**src/common/tcd_pkg.sv**
```systemverilog
package tcd_pkg;

  // Register addresses on the core's special function register port
  localparam logic [7:0] ADDR_TIMER_CONTROL = 8'h88;
  localparam logic [7:0] ADDR_TIMER_MODE = 8'h89;
  localparam logic [7:0] ADDR_COUNT0_LOW = 8'h8A;
  localparam logic [7:0] ADDR_COUNT1_LOW = 8'h8B;
  localparam logic [7:0] ADDR_COUNT0_HIGH = 8'h8C;
  localparam logic [7:0] ADDR_COUNT1_HIGH = 8'h8D;
  localparam logic [7:0] ADDR_CLOCK_SELECT = 8'h8E;
  localparam logic [7:0] ADDR_CLOCK_SELECT_EXT = 8'hE4;

  // Values after reset
  localparam logic [7:0] RESET_BYTE = 8'h00;
  localparam logic [3:0] RESET_NIBBLE = 4'h0;

  // Clock select register fields
  localparam int CKS_PRESCALE_LSB = 0;
  localparam int CKS_T0_SYSCLK = 2;
  localparam int CKS_T1_SYSCLK = 3;
  localparam int CKS_AR2_LOW = 4;
  localparam int CKS_AR2_HIGH = 5;
  localparam int CKS_AR3_LOW = 6;
  localparam int CKS_AR3_HIGH = 7;

  // Extended clock select register fields
  localparam int CKX_AR4_LOW = 0;
  localparam int CKX_AR4_HIGH = 1;
  localparam int CKX_AR5_LOW = 2;
  localparam int CKX_AR5_HIGH = 3;
  localparam logic [3:0] CKX_UNUSED_READ = 4'h0;

  // Timer control register fields
  localparam int TCR_RUN0 = 4;
  localparam int TCR_FLAG0 = 5;
  localparam int TCR_RUN1 = 6;
  localparam int TCR_FLAG1 = 7;

  // Timer mode register fields
  localparam int TMR_MODE0_LSB = 0;
  localparam int TMR_CSEL0 = 2;
  localparam int TMR_GATE_ENABLE0 = 3;
  localparam int TMR_MODE1_LSB = 4;
  localparam int TMR_CSEL1 = 6;
  localparam int TMR_GATE_ENABLE1 = 7;

  // Timer operating modes
  localparam logic [1:0] MODE_13BIT = 2'h0;
  localparam logic [1:0] MODE_16BIT = 2'h1;
  localparam logic [1:0] MODE_AUTORELOAD = 2'h2;
  localparam logic [1:0] MODE_SPLIT = 2'h3;

  // Prescaler choices
  localparam logic [1:0] PRESCALE_DIV12 = 2'h0;
  localparam logic [1:0] PRESCALE_DIV4 = 2'h1;
  localparam logic [1:0] PRESCALE_DIV48 = 2'h2;
  localparam logic [1:0] PRESCALE_EXT8 = 2'h3;

  // Prescaler cycle counts
  localparam int PRESCALE_LONGEST = 48;
  localparam logic [5:0] PRESCALE_WRAP = 6'(PRESCALE_LONGEST - 1);
  localparam logic [5:0] PRESCALE_DIV12_MOD = 6'h0C;
  localparam logic [5:0] PRESCALE_DIV4_MOD = 6'h04;
  localparam logic [2:0] EXT_DIV8_WRAP = 3'h7;

endpackage : tcd_pkg

```
**src/verilog/tcd_sync_edge.sv**
```systemverilog
`timescale 1ns/1ps
module tcd_sync_edge (
  input wire logic clk,
  input wire logic rst_b,
  input wire logic asyncIn,
  output logic level,
  output logic rise,
  output logic fall
);
  import tcd_pkg::*;

  logic meta_q;
  logic sync_q;
  logic prev_q;

  // Two-flop synchroniser followed by one history flop
  always_ff @(posedge clk or negedge rst_b) begin
    if (!rst_b) begin
      meta_q <= 1'b0;
      sync_q <= 1'b0;
      prev_q <= 1'b0;
    end else begin
      meta_q <= asyncIn;
      sync_q <= meta_q;
      prev_q <= sync_q;
    end
  end

  // One-cycle edge pulses from the settled samples
  assign level = sync_q;
  assign rise = sync_q & ~prev_q;
  assign fall = ~sync_q & prev_q;

endmodule : tcd_sync_edge

```
**src/verilog/tcd_timer01.sv**
```systemverilog
`timescale 1ns/1ps
// Behaviour
// (RL1) Prescaler picks /12, /4, /48, ext/8
// (RL2) Timer 1 select: prescaled or system clock
// (RL3) Timer 0 select: prescaled or system clock
// (RL4) Auto-reload low clock: system or own choice
// (RL5) Auto-reload high clock, split mode only; the code routes it the same way in every mode
// (RL6) Extended select upper nibble reads zero
// (RL7) Count held as low and high bytes
// (RL8) 13-bit: high byte plus low five bits
// (RL9) 13-bit wrap sets flag, may interrupt
// (RL10) Counter counts falling pin edges, else clock
// (RL11) Count only when run and gate allow
// (RL12) Run bit never clears the count
// (RL13) 16-bit mode uses all sixteen bits
// (RL14) 8-bit low byte reloads from high
// (RL15) Split low byte uses timer 0 controls
// (RL16) Split high byte: run1, sets flag1
// (RL17) Split: timer 1 no events, no flag
// (RL18) Split: timer 1 runs unless mode 3
// (RL19) Timer 1 mode 3 holds count
// (RL20) Interrupt only while enable bit set
// (RL21) Mode encoding 13, 16, reload, split
// (RL22) Flag set by hardware, cleared by software/vector
// (RL23) Event source at most quarter clock rate
// (RL24) Synchronise pins, one pulse per event
module tcd_timer01 (
  input wire logic clk,
  input wire logic rst_b,
  input wire logic [7:0] sfrAddr,
  input wire logic [7:0] sfrWrData,
  input wire logic sfrWrEn,
  input wire logic sfrRdEn,
  output logic [7:0] sfrRdData,
  input wire logic eventPin0,
  input wire logic eventPin1,
  input wire logic extIrqIn0,
  input wire logic extIrqIn1,
  input wire logic extIn0Polarity,
  input wire logic extIn1Polarity,
  input wire logic irqEnable0,
  input wire logic irqEnable1,
  input wire logic irqAck0,
  input wire logic irqAck1,
  input wire logic extOscClk,
  input wire logic [3:0] arExtTick,
  output logic [3:0] arLowTick,
  output logic [3:0] arHighTick,
  output logic irqReq0,
  output logic irqReq1,
  output logic t1Overflow
);
  import tcd_pkg::*;

  logic [7:0] clkSel_q;
  logic [3:0] clkSelExt_q;
  logic [7:0] timer_control_reg_q;
  logic [7:0] timer_mode_reg_q;
  logic [7:0] count0Low_q;
  logic [7:0] count0High_q;
  logic [7:0] count1Low_q;
  logic [7:0] count1High_q;
  logic [7:0] count0Low_d;
  logic [7:0] count0High_d;
  logic [7:0] count1Low_d;
  logic [7:0] count1High_d;
  logic [5:0] preCnt_q;
  logic [2:0] extCnt_q;
  logic preTick_q;
  logic [7:0] rdData_q;
  logic irqReq0_q;
  logic irqReq1_q;
  logic t1Ovf_q;
  logic [3:0] arLow_q;
  logic [3:0] arHigh_q;

  logic ev0Fall;
  logic ev1Fall;
  logic int0Lvl;
  logic int1Lvl;
  logic oscRise;
  logic [16:0] step0;
  logic [16:0] step1;
  logic t0SysTick;
  logic t1SysTick;
  logic t0Tick;
  logic t1Tick;
  logic t0Enable;
  logic t1Enable;
  logic t0HighTick;
  logic ovf0;
  logic ovf1;
  logic ovf0High;
  logic preTick_d;
  logic split0;

  wire logic [1:0] mode0 = timer_mode_reg_q[TMR_MODE0_LSB +: 2];
  wire logic [1:0] mode1 = timer_mode_reg_q[TMR_MODE1_LSB +: 2];
  wire logic wrHit = sfrWrEn;

  // One increment of a timer in the given mode: {overflow, high, low}
  function automatic logic [16:0] tcd_step(input logic [1:0] mode, input logic [7:0] lo,
                                           input logic [7:0] hi);
    logic [13:0] sum13;
    logic [16:0] sum16;
    logic [8:0] sum8;
    sum13 = {1'b0, hi, lo[4:0]} + 14'h0001;
    sum16 = {1'b0, hi, lo} + 17'h00001;
    sum8 = {1'b0, lo} + 9'h001;
    case (mode)
      MODE_13BIT: tcd_step = {sum13[13], sum13[12:5], lo[7:5], sum13[4:0]}; // RL8 RL9
      MODE_16BIT: tcd_step = sum16; // RL13
      MODE_AUTORELOAD: tcd_step = {sum8[8], hi, sum8[8] ? hi : sum8[7:0]}; // RL14
      MODE_SPLIT: tcd_step = {sum8[8], hi, sum8[7:0]}; // RL15
      default: tcd_step = {1'b0, hi, lo};
    endcase
  endfunction : tcd_step

  // Pin synchronisers and edge detectors
  tcd_sync_edge uEvent0 (.clk(clk), .rst_b(rst_b), .asyncIn(eventPin0), .level(),
    .rise(), .fall(ev0Fall)); // RL24
  tcd_sync_edge uEvent1 (.clk(clk), .rst_b(rst_b), .asyncIn(eventPin1), .level(),
    .rise(), .fall(ev1Fall)); // RL24
  tcd_sync_edge uGate0 (.clk(clk), .rst_b(rst_b), .asyncIn(extIrqIn0), .level(int0Lvl),
    .rise(), .fall()); // RL24
  tcd_sync_edge uGate1 (.clk(clk), .rst_b(rst_b), .asyncIn(extIrqIn1), .level(int1Lvl),
    .rise(), .fall()); // RL24
  tcd_sync_edge uOsc (.clk(clk), .rst_b(rst_b), .asyncIn(extOscClk), .level(),
    .rise(oscRise), .fall()); // RL24

  // Shared prescaler counters
  always_ff @(posedge clk or negedge rst_b) begin
    if (!rst_b) begin
      preCnt_q <= 6'h00;
      extCnt_q <= 3'h0;
      preTick_q <= 1'b0;
    end else begin
      preCnt_q <= (preCnt_q == PRESCALE_WRAP) ? 6'h00 : preCnt_q + 6'h01;
      if (oscRise) begin
        extCnt_q <= extCnt_q + 3'h1;
      end
      preTick_q <= preTick_d;
    end
  end

  // Prescaled tick selection
  always_comb begin
    case (clkSel_q[CKS_PRESCALE_LSB +: 2])
      PRESCALE_DIV12: preTick_d = (preCnt_q % PRESCALE_DIV12_MOD) == 6'h0B; // RL1
      PRESCALE_DIV4: preTick_d = (preCnt_q % PRESCALE_DIV4_MOD) == 6'h03; // RL1
      PRESCALE_DIV48: preTick_d = preCnt_q == PRESCALE_WRAP; // RL1
      PRESCALE_EXT8: preTick_d = oscRise && (extCnt_q == EXT_DIV8_WRAP); // RL1
      default: preTick_d = 1'b0;
    endcase
  end

  // Tick and enable derivation for both timers
  always_comb begin
    split0 = mode0 == MODE_SPLIT; // RL21
    t0SysTick = clkSel_q[CKS_T0_SYSCLK] | preTick_q; // RL3
    t1SysTick = clkSel_q[CKS_T1_SYSCLK] | preTick_q; // RL2
    t0Tick = timer_mode_reg_q[TMR_CSEL0] ? ev0Fall : t0SysTick; // RL10 RL3
    t0Enable = timer_control_reg_q[TCR_RUN0] &
               (~timer_mode_reg_q[TMR_GATE_ENABLE0] | (int0Lvl == extIn0Polarity)); // RL11 RL15
    t0HighTick = split0 & timer_control_reg_q[TCR_RUN1] & t0SysTick; // RL16
    if (mode1 == MODE_SPLIT) begin
      t1Tick = 1'b0; // RL19 RL18
      t1Enable = 1'b0;
    end else if (split0) begin
      t1Tick = t1SysTick; // RL17
      t1Enable = 1'b1; // RL18
    end else begin
      t1Tick = timer_mode_reg_q[TMR_CSEL1] ? ev1Fall : t1SysTick; // RL10 RL2
      t1Enable = timer_control_reg_q[TCR_RUN1] &
                 (~timer_mode_reg_q[TMR_GATE_ENABLE1] | (int1Lvl == extIn1Polarity)); // RL11
    end
  end

  // Next count values; a byte written by software wins over counting
  always_comb begin
    step0 = tcd_step(mode0, count0Low_q, count0High_q);
    step1 = tcd_step(mode1, count1Low_q, count1High_q);
    count0Low_d = count0Low_q;
    count0High_d = count0High_q;
    count1Low_d = count1Low_q;
    count1High_d = count1High_q;
    ovf0 = 1'b0;
    ovf1 = 1'b0;
    ovf0High = 1'b0;
    if (t0Tick & t0Enable) begin
      count0Low_d = step0[7:0]; // RL12
      count0High_d = step0[15:8];
      ovf0 = step0[16];
    end
    if (t0HighTick) begin
      count0High_d = count0High_q + 8'h01; // RL16
      ovf0High = count0High_q == 8'hFF;
    end
    if (t1Tick & t1Enable) begin
      count1Low_d = step1[7:0];
      count1High_d = step1[15:8];
      ovf1 = step1[16];
    end
    if (wrHit && sfrAddr == ADDR_COUNT0_LOW) count0Low_d = sfrWrData; // RL7
    if (wrHit && sfrAddr == ADDR_COUNT0_HIGH) count0High_d = sfrWrData; // RL7
    if (wrHit && sfrAddr == ADDR_COUNT1_LOW) count1Low_d = sfrWrData; // RL7
    if (wrHit && sfrAddr == ADDR_COUNT1_HIGH) count1High_d = sfrWrData; // RL7
  end

  // Count registers
  always_ff @(posedge clk or negedge rst_b) begin
    if (!rst_b) begin
      count0Low_q <= RESET_BYTE;
      count0High_q <= RESET_BYTE;
      count1Low_q <= RESET_BYTE;
      count1High_q <= RESET_BYTE;
    end else begin
      count0Low_q <= count0Low_d;
      count0High_q <= count0High_d;
      count1Low_q <= count1Low_d;
      count1High_q <= count1High_d;
    end
  end

  // Mode and clock select registers
  always_ff @(posedge clk or negedge rst_b) begin
    if (!rst_b) begin
      timer_mode_reg_q <= RESET_BYTE;
      clkSel_q <= RESET_BYTE;
      clkSelExt_q <= RESET_NIBBLE;
    end else if (wrHit) begin
      if (sfrAddr == ADDR_TIMER_MODE) timer_mode_reg_q <= sfrWrData;
      if (sfrAddr == ADDR_CLOCK_SELECT) clkSel_q <= sfrWrData;
      if (sfrAddr == ADDR_CLOCK_SELECT_EXT) clkSelExt_q <= sfrWrData[3:0]; // RL6
    end
  end

  // Control register; hardware set wins over any clear
  always_ff @(posedge clk or negedge rst_b) begin
    if (!rst_b) begin
      timer_control_reg_q <= RESET_BYTE;
    end else begin
      if (wrHit && sfrAddr == ADDR_TIMER_CONTROL) begin
        timer_control_reg_q <= sfrWrData;
      end
      if (irqAck0) timer_control_reg_q[TCR_FLAG0] <= 1'b0; // RL22
      if (irqAck1) timer_control_reg_q[TCR_FLAG1] <= 1'b0; // RL22
      if (ovf0) timer_control_reg_q[TCR_FLAG0] <= 1'b1; // RL9 RL14 RL15 RL22
      if (ovf0High | (ovf1 & ~split0)) timer_control_reg_q[TCR_FLAG1] <= 1'b1; // RL16 RL17 RL22
    end
  end

  // Interrupt requests and timer 1 overflow for baud consumers
  always_ff @(posedge clk or negedge rst_b) begin
    if (!rst_b) begin
      irqReq0_q <= 1'b0;
      irqReq1_q <= 1'b0;
      t1Ovf_q <= 1'b0;
    end else begin
      irqReq0_q <= timer_control_reg_q[TCR_FLAG0] & irqEnable0 & ~irqAck0; // RL20 RL9
      irqReq1_q <= timer_control_reg_q[TCR_FLAG1] & irqEnable1 & ~irqAck1; // RL20
      t1Ovf_q <= ovf1; // RL17
    end
  end

  // Clock routing for the four auto-reload timers
  always_ff @(posedge clk or negedge rst_b) begin
    if (!rst_b) begin
      arLow_q <= RESET_NIBBLE;
      arHigh_q <= RESET_NIBBLE;
    end else begin
      arLow_q[0] <= clkSel_q[CKS_AR2_LOW] | arExtTick[0]; // RL4
      arLow_q[1] <= clkSel_q[CKS_AR3_LOW] | arExtTick[1]; // RL4
      arLow_q[2] <= clkSelExt_q[CKX_AR4_LOW] | arExtTick[2]; // RL4
      arLow_q[3] <= clkSelExt_q[CKX_AR5_LOW] | arExtTick[3]; // RL4
      arHigh_q[0] <= clkSel_q[CKS_AR2_HIGH] | arExtTick[0]; // RL5
      arHigh_q[1] <= clkSel_q[CKS_AR3_HIGH] | arExtTick[1]; // RL5
      arHigh_q[2] <= clkSelExt_q[CKX_AR4_HIGH] | arExtTick[2]; // RL5
      arHigh_q[3] <= clkSelExt_q[CKX_AR5_HIGH] | arExtTick[3]; // RL5
    end
  end

  // Registered read data
  always_ff @(posedge clk or negedge rst_b) begin
    if (!rst_b) begin
      rdData_q <= RESET_BYTE;
    end else if (sfrRdEn) begin
      case (sfrAddr)
        ADDR_TIMER_CONTROL: rdData_q <= timer_control_reg_q;
        ADDR_TIMER_MODE: rdData_q <= timer_mode_reg_q;
        ADDR_COUNT0_LOW: rdData_q <= count0Low_q; // RL7
        ADDR_COUNT0_HIGH: rdData_q <= count0High_q;
        ADDR_COUNT1_LOW: rdData_q <= count1Low_q;
        ADDR_COUNT1_HIGH: rdData_q <= count1High_q;
        ADDR_CLOCK_SELECT: rdData_q <= clkSel_q;
        ADDR_CLOCK_SELECT_EXT: rdData_q <= {CKX_UNUSED_READ, clkSelExt_q}; // RL6
        default: rdData_q <= RESET_BYTE;
      endcase
    end
  end

  // Outputs straight from flops
  assign sfrRdData = rdData_q;
  assign irqReq0 = irqReq0_q;
  assign irqReq1 = irqReq1_q;
  assign t1Overflow = t1Ovf_q;
  assign arLowTick = arLow_q;
  assign arHighTick = arHigh_q;

endmodule : tcd_timer01
```
**config.mk**
```make
export PLATFORM = sky130hd
export DESIGN_NAME = tcd_timer01
export DESIGN_NICKNAME = d
export VERILOG_FILES = /design/src/common/tcd_pkg.sv /design/src/verilog/tcd_sync_edge.sv /design/src/verilog/tcd_timer01.sv
export SDC_FILE = /design/constraint.sdc
export NUM_CORES = 1
export LEC_CHECK = 0
export ABC_AREA = 1
export ABC_CLOCK_PERIOD_IN_PS = 2000
export BUFFER_PORTS_ARGS = -buffer_cell sky130_fd_sc_hd__buf_4
export CORE_MARGIN = 5
export CORE_UTILIZATION = 61
export CTS_CLUSTER_SIZE = 16
export DETAILED_ROUTE_END_ITERATION = 7
export GPL_TIMING_DRIVEN = 0
export MAX_ROUTING_LAYER = met4
export PLACE_DENSITY_LB_ADDON = 0.1
export SLEW_MARGIN = 20
export SYNTH_ARGS = -nofsm -noshare
export SYNTH_HDL_FRONTEND = slang
export SYNTH_SLANG_ARGS = --single-unit
```
**constraint.sdc**
```tcl
create_clock -name clk -period 2 [get_ports clk]
set_input_delay 0 -clock clk [delete_from_list [all_inputs] [get_ports clk]]
set_output_delay 0 -clock clk [all_outputs]
set_load 0.02 [all_outputs]
```
Word level (Yosys, flattened, before mapping) --
Index checks and enable logic that the tools add are counted.
Operators by class: bitwise operators 35, mux-type cells 30, equality and inequality tests 30, reduce and logical (&&, ||, !) cells 22, add/subtract/negate cells 9, divide/modulo/power cells 1
Operator list (count):
- $pmux W17 S4 | 2
- $mux W8 | 12
- $eq A8 B8 Y1 const B | 9
- $pmux W8 S8 | 1
- $add A16 B1 Y17 const B | 2
- $add A13 B1 Y14 const B | 2
- $add A8 B1 Y9 const B | 2
- $and A1 B1 Y1 | 14
- $eq A2 B2 Y1 const B | 7
- $mux W1 | 13
- $or A1 B1 Y1 | 13
- $reduce_and A2 Y1 | 5
- $reduce_bool A3 Y1 | 3
- $add A8 B1 Y8 const B | 1
- $not A1 Y1 | 8
- $add A6 B1 Y6 const B | 1
- $eq A2 B1 Y1 const B | 3
- $eq A6 B4 Y1 const B | 1
- $eq A6 B6 Y1 const B | 1
- $logic_and A1 B1 Y1 | 6
- $logic_not A2 Y1 | 3
- $mod A6 B4 Y6 const B | 1
- $mux W6 | 1
- $ne A2 B2 Y1 const B | 3
- other kinds (9) | 13
Word-level totals: word-level logic and storage cells 161, input port bits 35, register bits after elaboration 102

Logic depth before layout (Yosys ltp) --
Gate-level depths: netlist of run 1.
word-level depth 10, depth in mapped cells 11

Hierarchy --
A second synthesis of run 1 with hierarchy kept.
Second synthesis, totals: cells, all modules 1029, area total of the unflattened synthesis 6865.3 sq um
By module, submodules not included:
- tcd_timer01 | seq. area each 2227.1 sq um, instances 1, cells an instance 994, area an instance 6414.9 sq um
- tcd_sync_edge | seq. area each 75.1 sq um, instances 5, cells an instance 7, area an instance 90.1 sq um

Least setup slack after synthesis of run 1 --
No wires, ideal clock.
kind register -> register, start point reg count1Low_q[0], end point reg count1High_q[0], period minus slack after synthesis 1.577 ns, arrival 1.450 ns, data required time 1.873 ns, path slack 0.423 ns, cell stages (with the launch flop) 10, path through dfrtp_1 ha_1 inv_1 nor2_1 buf_4 nand3_1 nand3_1 nand3_1 nand3_1 o21ai_0
Between the ends: cells in the longest elaborated chain, start to end 4
Ends and longest elaborated chain:
- start, declared | RTL line tcd_timer01.sv:61 | logic [7:0] count1Low_q;
- start signal, assigned | RTL line tcd_timer01.sv:220 | count1Low_q <= count1Low_d;
- $add A16 B1 Y17 or $add A13 B1 Y14 (tied branches) | RTL line tcd_timer01.sv:108, tcd_timer01.sv:107
- $pmux W17 S4 * | RTL line tcd_timer01.sv:110 | case (mode)
- $mux W8 * | RTL line tcd_timer01.sv:199 | if (t1Tick & t1Enable) begin
- $mux W8 * | RTL line tcd_timer01.sv:207 | if (wrHit && sfrAddr == ADDR_COUNT1_HIGH) count1High_d = sfrWrData;
- end signal, assigned | RTL line tcd_timer01.sv:221 | count1High_q <= count1High_d;
- end, declared | RTL line tcd_timer01.sv:62 | logic [7:0] count1High_q;
Mark *: on every way between the ends. The rest lies on a longest branch, timed or not. The select of a mux whose other input is x is not followed. A chain may end at the register's enable or synchronous reset.

Worst setup path in the final report of run 1 --
start point reg count1Low_q[2], end point reg count1High_q[1]
The elaborated chain is that of the path after synthesis.

==> results.sh, run 1 <==
export IMPL_synth_seq_cells=102
export IMPL_grt_pass1_wl_um=31800
export IMPL_cp_arrival_ps=2120
export IMPL_place_congestion=1.01
export IMPL_setup_violations=0
export IMPL_finalCritPeriodShare_pct=92.6
export IMPL_synth_cells=956
export IMPL_port_buffers=52
export IMPL_postLayoutCellArea_um2=7490
export IMPL_cp_start_kind="flop"
export IMPL_p_leak_nw=3.82
export IMPL_required_ps=2270
export IMPL_hold_path_class="in2reg"
export IMPL_hold_depth=5
export IMPL_skew_ps=18.9
export IMPL_synthArstFlopShare_pct=100
export IMPL_yosysWarningCount=0
export IMPL_syn_num_nets=998
export IMPL_reg2regPathDepth=9
export IMPL_maxSlewViolCount=0
export IMPL_hold_viol=0
export IMPL_route_antenna_remaining_nets=0
export IMPL_drt_first_pass_iters=6
export IMPL_grt_pass1_vias=6125
export IMPL_ir_drop_v=0.000606
export IMPL_antenna_found_initial=0
export IMPL_drtIter0Drc=813
export IMPL_powerDensity_nw_per_um2=720
export IMPL_clk_latency_ps=390
export IMPL_avgViaCountPerCell=5.64
export IMPL_drv_cap=0
export IMPL_ys_flop_type="dfrtp_1"
export IMPL_clockRootBuffer="clkbuf_8"
export IMPL_worstMarginPinSlew_ps=909
export IMPL_clkSinkCount=102
export IMPL_diodes=0
export IMPL_period_needed_ps=1850
export IMPL_avgSynthCellArea_um2=6.73
export IMPL_row_count=37
export IMPL_cp_end_kind="flop"
export IMPL_fp_dieW_um=113
export IMPL_slew_limit_headroom_pct=39.4
export IMPL_routed_wl_um=19500
export IMPL_seq_area_frac_synth_pct=39.7
export IMPL_crit_type="reg2reg"
export IMPL_pin_count=54
export IMPL_clkSlewWorstSetupHoldPaths_ps=120
export IMPL_gr_total_overflow=0
export IMPL_die_h_um=113
export IMPL_hpwl_um=14300
export IMPL_syn_area_um2=6430
export IMPL_fmax_mhz=540
export IMPL_via_count=6690
export IMPL_track_usage_pct=32.3
export IMPL_hold_ws_ps=14.7
export IMPL_cp_max_fo=9
export IMPL_cts_tree="done"
export IMPL_wl_per_cell_um=16.5
export IMPL_synth_edf_count=0
export IMPL_clockBufferDepth=2
export IMPL_yosysUniqueCellTypes=38
export IMPL_grt_start_max_net_pins=103
export IMPL_numCtsBuffers=9
export IMPL_ctsHtreeMaxLevel=3
export IMPL_start_util_pct=62.3
export IMPL_drive_gt1_share_pct=11.7
export IMPL_die_area_um2=12700
export IMPL_placed_area_um2=7000
export IMPL_core_area_um2=10300
export IMPL_nets=1087
export IMPL_outcome="complete, no violations"
export IMPL_drc=0
export IMPL_syn_to_final_growth_pct=16.5
==> registers in the layout, indices dropped and copies added, names as in the netlist, 3 cells and up <==
| signal | flops |
|---|---|
| clkSel_q | 8 |
| arLowTick | 4 |
| sfrRdData | 8 |
| count1High_q | 8 |
| timer_mode_reg_q | 8 |
| clkSelExt_q | 4 |
| arHighTick | 4 |
| count0High_q | 8 |
| extCnt_q | 3 |
| count0Low_q | 8 |
| preCnt_q | 6 |
| timer_control_reg_q | 8 |
| count1Low_q | 8 |
==> worst max-delay path: stages, from the launching register on <==
cell and delay (ps):
dfrtp_1 480, nand2_1 130, nor2_2 360, nand2_1 220
nor2_1 170, nand2_1 70, nand3_1 80, nand3_1 70
nand3_1 100, nand2_1 60
==> stage by stage <==
step | setup slack, ps | cells | setup TNS, ps | utilization [%] | power [mW]
floorplan | 423 | 956 | 0 | - | 3.46
global placement | -11.1 | 1144 | -11.7 | 67.7 | 3.89
detailed placement | -2.41 | 1144 | -2.41 | 67.8 | 3.92
CTS | 19.5 | 1181 | 0 | 71.9 | 5.36
global route | -4.29 | 1186 | -4.29 | 72.6 | 5.75
finish | 148 | 1186 | 0 | 72.6 | 5.40
==> layer usage <==
metal  up-vias  GRT usage [%]  wire length (um)
met2       350           49.4              8890
met4         0           12.0               747
met3        62           5.35              1840
met5         -              -                 0
li1       3242              -                 -
met1      3036           43.7              8050
==> power by group <==
part / total [mW] / leakage, nW / switching (mW) / internal, mW
Clock: 1.44 / 0.107 / 0.800 / 0.635
Sequential: 2.59 / 1.31 / 0.289 / 2.30
Combinational: 1.37 / 2.41 / 0.845 / 0.525
==> Yosys cell counts, drive strengths merged (3+ instances only) <==
cell | instances | area, um2
nand2 | 332 | 1270
nor2 | 115 | 472
inv | 111 | 419
nand3 | 109 | 556
dfrtp | 102 | 2550
o21ai | 71 | 355
nand4 | 20 | 125
a21oi | 19 | 95.1
buf | 11 | 66.3
nor3 | 10 | 88.8
o211ai | 8 | 60.1
o22ai | 8 | 50.1
ha | 7 | 87.6
or2 | 6 | 37.5
xor2 | 6 | 52.6
clkbuf | 4 | 15.0
xnor2 | 4 | 35.0
nand3b | 3 | 22.5
==> layout make-up <==
class | count | area (um2)
buffer | 15 | 81.3
timing repair buffer | 78 | 654
tap | 136 | 170
clock inverter | 6 | 77.6
multi-input combinational | 726 | 3390
sequential | 102 | 2550
inverter | 113 | 427
clock buffer | 10 | 138
fill | 917 | 2830
==> final timing paths <==
path	from	to	slack, ps
hold / removal	sfrWrData[7]	count0Low_q[7]	10
max in group asynchronous	rst_b	count1Low_q[0]	1010
hold reg to reg	uGate1.meta_q	uGate1.level	360
setup reg to reg	count1Low_q[2]	count1High_q[1]	150
min in group asynchronous	rst_b	preCnt_q[0]	320
setup / recovery	count1Low_q[2]	count1High_q[1]	150
==> cells in the final DEF (no fill, tap or decap), types with 3 or more instances in the layout <==
| master | instances |
|---|---|
| or2_2 | 6 |
| nand3b_1 | 3 |
| dlygate4sd3_1 | 21 |
| nand2_1 | 325 |
| inv_1 | 107 |
| dfrtp_1 | 101 |
| xor2_1 | 6 |
| nand2_2 | 5 |
| nor3_1 | 6 |
| clkbuf_8 | 10 |
| nor2_1 | 102 |
| clkbuf_1 | 4 |
| buf_2 | 8 |
| inv_2 | 3 |
| buf_4 | 57 |
| nor2_4 | 5 |
| o21ai_1 | 5 |
| a21oi_1 | 19 |
| nand4_1 | 20 |
| ha_1 | 7 |
| nor3_4 | 3 |
| o22ai_1 | 8 |
| o21ai_0 | 66 |
| xnor2_1 | 4 |
| nand3_1 | 107 |
| nor2_2 | 8 |
| o211ai_1 | 8 |
==> what timing repair did <==
| item | in CTS | in global routing |
|---|---|---|
| setup buffers | 0 | 5 |
| hold endpoints to repair | 142 | 0 |
| endpoints found under the setup margin | 3 | 26 |
| resized for setup | 2 | 10 |
| gates cloned | 0 | 0 |
| pin swaps | 0 | 2 |
| hold buffers | 21 | 0 |
==> kinds of logic after synthesis <==
logic type                 after synthesis  share of synthesized area [%]
AOI/OAI and AO/OA                      109                           9.06
DFF                                    102                           39.7
and+or+nand+nor                        598                           40.3
adders and majority gates                7                           1.36
buffers and inverters                  128                           7.90
muxes                                    2                          0.350
xor gates and xnor gates                10                           1.36
Note: power is estimated with default switching activity, not from simulation.
==> run 2, diff against run 1 <==
ABC_CLOCK_PERIOD_IN_PS = 1600   (was 2000)
CORE_UTILIZATION = 55   (was 61)
clock period = 1.6 ns   (was 2 ns; I/O delays follow)
==> run 2 against run 1 <==
The run now ends with negative setup slack left. Worst hold slack improved by 18 ps. Critical path depth is 1 lower. Global-route usage down 3.1 points. Routed wire length rose by 6.4%. Critical path type unchanged. Largest cell class unchanged. Critical endpoint is now count0Low_q[1].
==> results.sh, run 2 (synthesized netlist as in run 1, its figures left out) <==
export IMPL_outcome="complete, but fails checks"
export IMPL_violations="negative setup slack"
export IMPL_layout_commonest_cell="nand2_1"
export IMPL_clockRootBuffer="clkbuf_16"
export IMPL_crit_path_cell_trace="ha_2, nand2_2, nor2_4, nand4_1, buf_6, o21ai_0, nand2_1, o211ai_1"
export IMPL_skew_ps=9.13
export IMPL_gr_total_overflow=0
export IMPL_nets=1123
export IMPL_p_leak_nw=4.12
export IMPL_cp_end_kind="flop"
export IMPL_row_count=39
export IMPL_r2r_slack_ps=-80
export IMPL_diodes=0
export IMPL_period_needed_ps=1680
export IMPL_timing_rr_start="count0Low_q[1]"
export IMPL_drtIter0Drc=1015
export IMPL_port_buffers=52
export IMPL_rsz0062_at_grt="true"
export IMPL_drv_cap=0
export IMPL_track_usage_pct=29.3
export IMPL_die_h_um=118
export IMPL_avgViaCountPerCell=5.73
export IMPL_wl_per_cell_um=16.9
export IMPL_fin_util_pct=72.5
export IMPL_required_ps=1860
export IMPL_fp_dieW_um=118
export IMPL_ctsHtreeMaxLevel=3
export IMPL_min_from="sfrWrData[7]"
export IMPL_drt_first_pass_iters=5
export IMPL_hold_depth=5
export IMPL_route_antenna_remaining_nets=0
export IMPL_setup_violations=9
export IMPL_clkSinkCount=102
export IMPL_fin_setup_tns_ps=-289
export IMPL_clk_latency_ps=350
export IMPL_placed_area_um2=7010
export IMPL_stdcell_count=1229
export IMPL_hpwl_um=14200
export IMPL_place_congestion=0.988
export IMPL_holdPathEnd="count0Low_q[7]"
export IMPL_critical_path_slowest_cell="dfrtp_1"
export IMPL_core_area_um2=11400
export IMPL_cp_arrival_ps=1940
export IMPL_hold_path_class="in2reg"
export IMPL_grt_start_max_net_pins=103
export IMPL_max_stage_delay_ps=380
export IMPL_worstReg2RegEnd="count0Low_q[1]"
export IMPL_pre_cts_slack_ps=-418
export IMPL_total_power_mw=7.88
export IMPL_grt_pass1_wl_um=32000
export IMPL_pin_count=54
export IMPL_dp_cells=1151
export IMPL_layout_setup_ws_ps=-78.1
export IMPL_cts_tree="done"
export IMPL_worstMarginPinSlew_ps=907
export IMPL_crit_type="reg2reg"
export IMPL_antenna_found_initial=0
export IMPL_powerDensity_nw_per_um2=951
export IMPL_fill_cells=961
export IMPL_drc=0
export IMPL_numCtsBuffers=9
export IMPL_cp_start_kind="flop"
export IMPL_clkSlewWorstSetupHoldPaths_ps=70
export IMPL_hold_ws_ps=32.4
export IMPL_clockBufferDepth=2
export IMPL_die_area_um2=14000
export IMPL_slew_limit_headroom_pct=39.5
export IMPL_hold_viol=0
export IMPL_grt_pass1_vias=6126
export IMPL_maxSlewViolCount=0
export IMPL_postLayoutCellArea_um2=8280
export IMPL_via_count=7041
export IMPL_cp_max_fo=10
export IMPL_routed_wl_um=20800
export IMPL_start_util_pct=56.3
export IMPL_finalCritPeriodShare_pct=105
export IMPL_ir_drop_v=0.000818
export IMPL_final_cell_mix="nand2_1 (309), inv_1 (100), nand3_1 (99), buf_4 (88), dfrtp_1 (88)"
export IMPL_syn_to_final_growth_pct=28.7
export IMPL_drive_gt1_share_pct=22.1
export IMPL_reg2regPathDepth=8
export IMPL_fmax_mhz=596
==> run 2: cell count changes in the layout (fill, tap and decap cells not counted), moves of 7 or more <==
cell and change:
buf_4 +31, nor2_1 -21, nand2_1 -16, nor2_4 +15
dfrtp_1 -13, dfrtp_2 +13, nand2_2 +12, clkbuf_16 +9
clkbuf_8 -9, nand3_1 -8, o21ai_0 -8, inv_1 -7
==> run 2: power by group <==
group | switching, mW | total [mW] | leakage [nW] | internal (mW)
clock network | 1.02 | 2.30 | 0.152 | 1.28
logic | 1.34 | 2.36 | 2.67 | 1.02
registers | 0.323 | 3.21 | 1.29 | 2.89
total | 2.69 | 7.88 | 4.12 | 5.19
==> run 2: layout make-up <==
| type | count | area [um2] | share of cell area, % |
|---|---|---|---|
| multi-input cells | 726 | 3720 | 44.9 |
| clock buffers | 10 | 239 | 2.89 |
| clock inverters | 6 | 75.1 | 0.907 |
| repair buffers | 114 | 962 | 11.6 |
| well taps | 143 | 179 | 2.16 |
| plain buffers | 15 | 98.8 | 1.19 |
| flip-flops and latches | 102 | 2570 | 31.0 |
| inverters | 113 | 437 | 5.27 |
==> run 2: timing repair <==
item,CTS,global route
hold buffers,20,0
pin swaps,6,20
resized for setup,45,96
gates cloned,0,1
setup buffers,17,24
endpoints found under the setup margin,35,35
hold endpoints to repair,134,0
==> run 2: routing by layer <==
| metal | wire length [um] | global-route usage (%) | up-vias | part of all wire, % |
|---|---|---|---|---|
| li1 | - | - | 3335 | - |
| met1 | 8540 | 38.6 | 3238 | 41 |
| met2 | 9670 | 45.6 | 390 | 47 |
| met3 | 1760 | 4.58 | 78 | 8.5 |
| met4 | 798 | 11.2 | 0 | 3.8 |
| met5 | 0 | - | - | 0 |
==> run 2: worst max-delay path, delay by kind of cell, from the launching register on <==
family                   cells  cell delay, ps
buffers and inverters        1             200
adder cells (fa/ha/maj)      1             200
flip-flops                   1             380
AO/OA/AOI/OAI                2             260
AND/OR/NAND/NOR              4             550
==> run 2: how the worst max path moves through the flow <==
stage	start	endpoint	slack [ps]	depth (start not counted)
3_3_place_gp	timer_mode_reg_q[5]	timer_control_reg_q[7]	-420	7
3_5_place_dp	timer_mode_reg_q[5]	timer_control_reg_q[7]	-420	7
6_report	count0Low_q[1]	count0Low_q[1]	-80	8
2_1_floorplan	count1Low_q[0]	count1High_q[0]	20	9
5_1_grt	count0Low_q[1]	count0Low_q[4]	-190	8
4_1_cts	clkSel_q[2]	count0Low_q[5]	-20	8
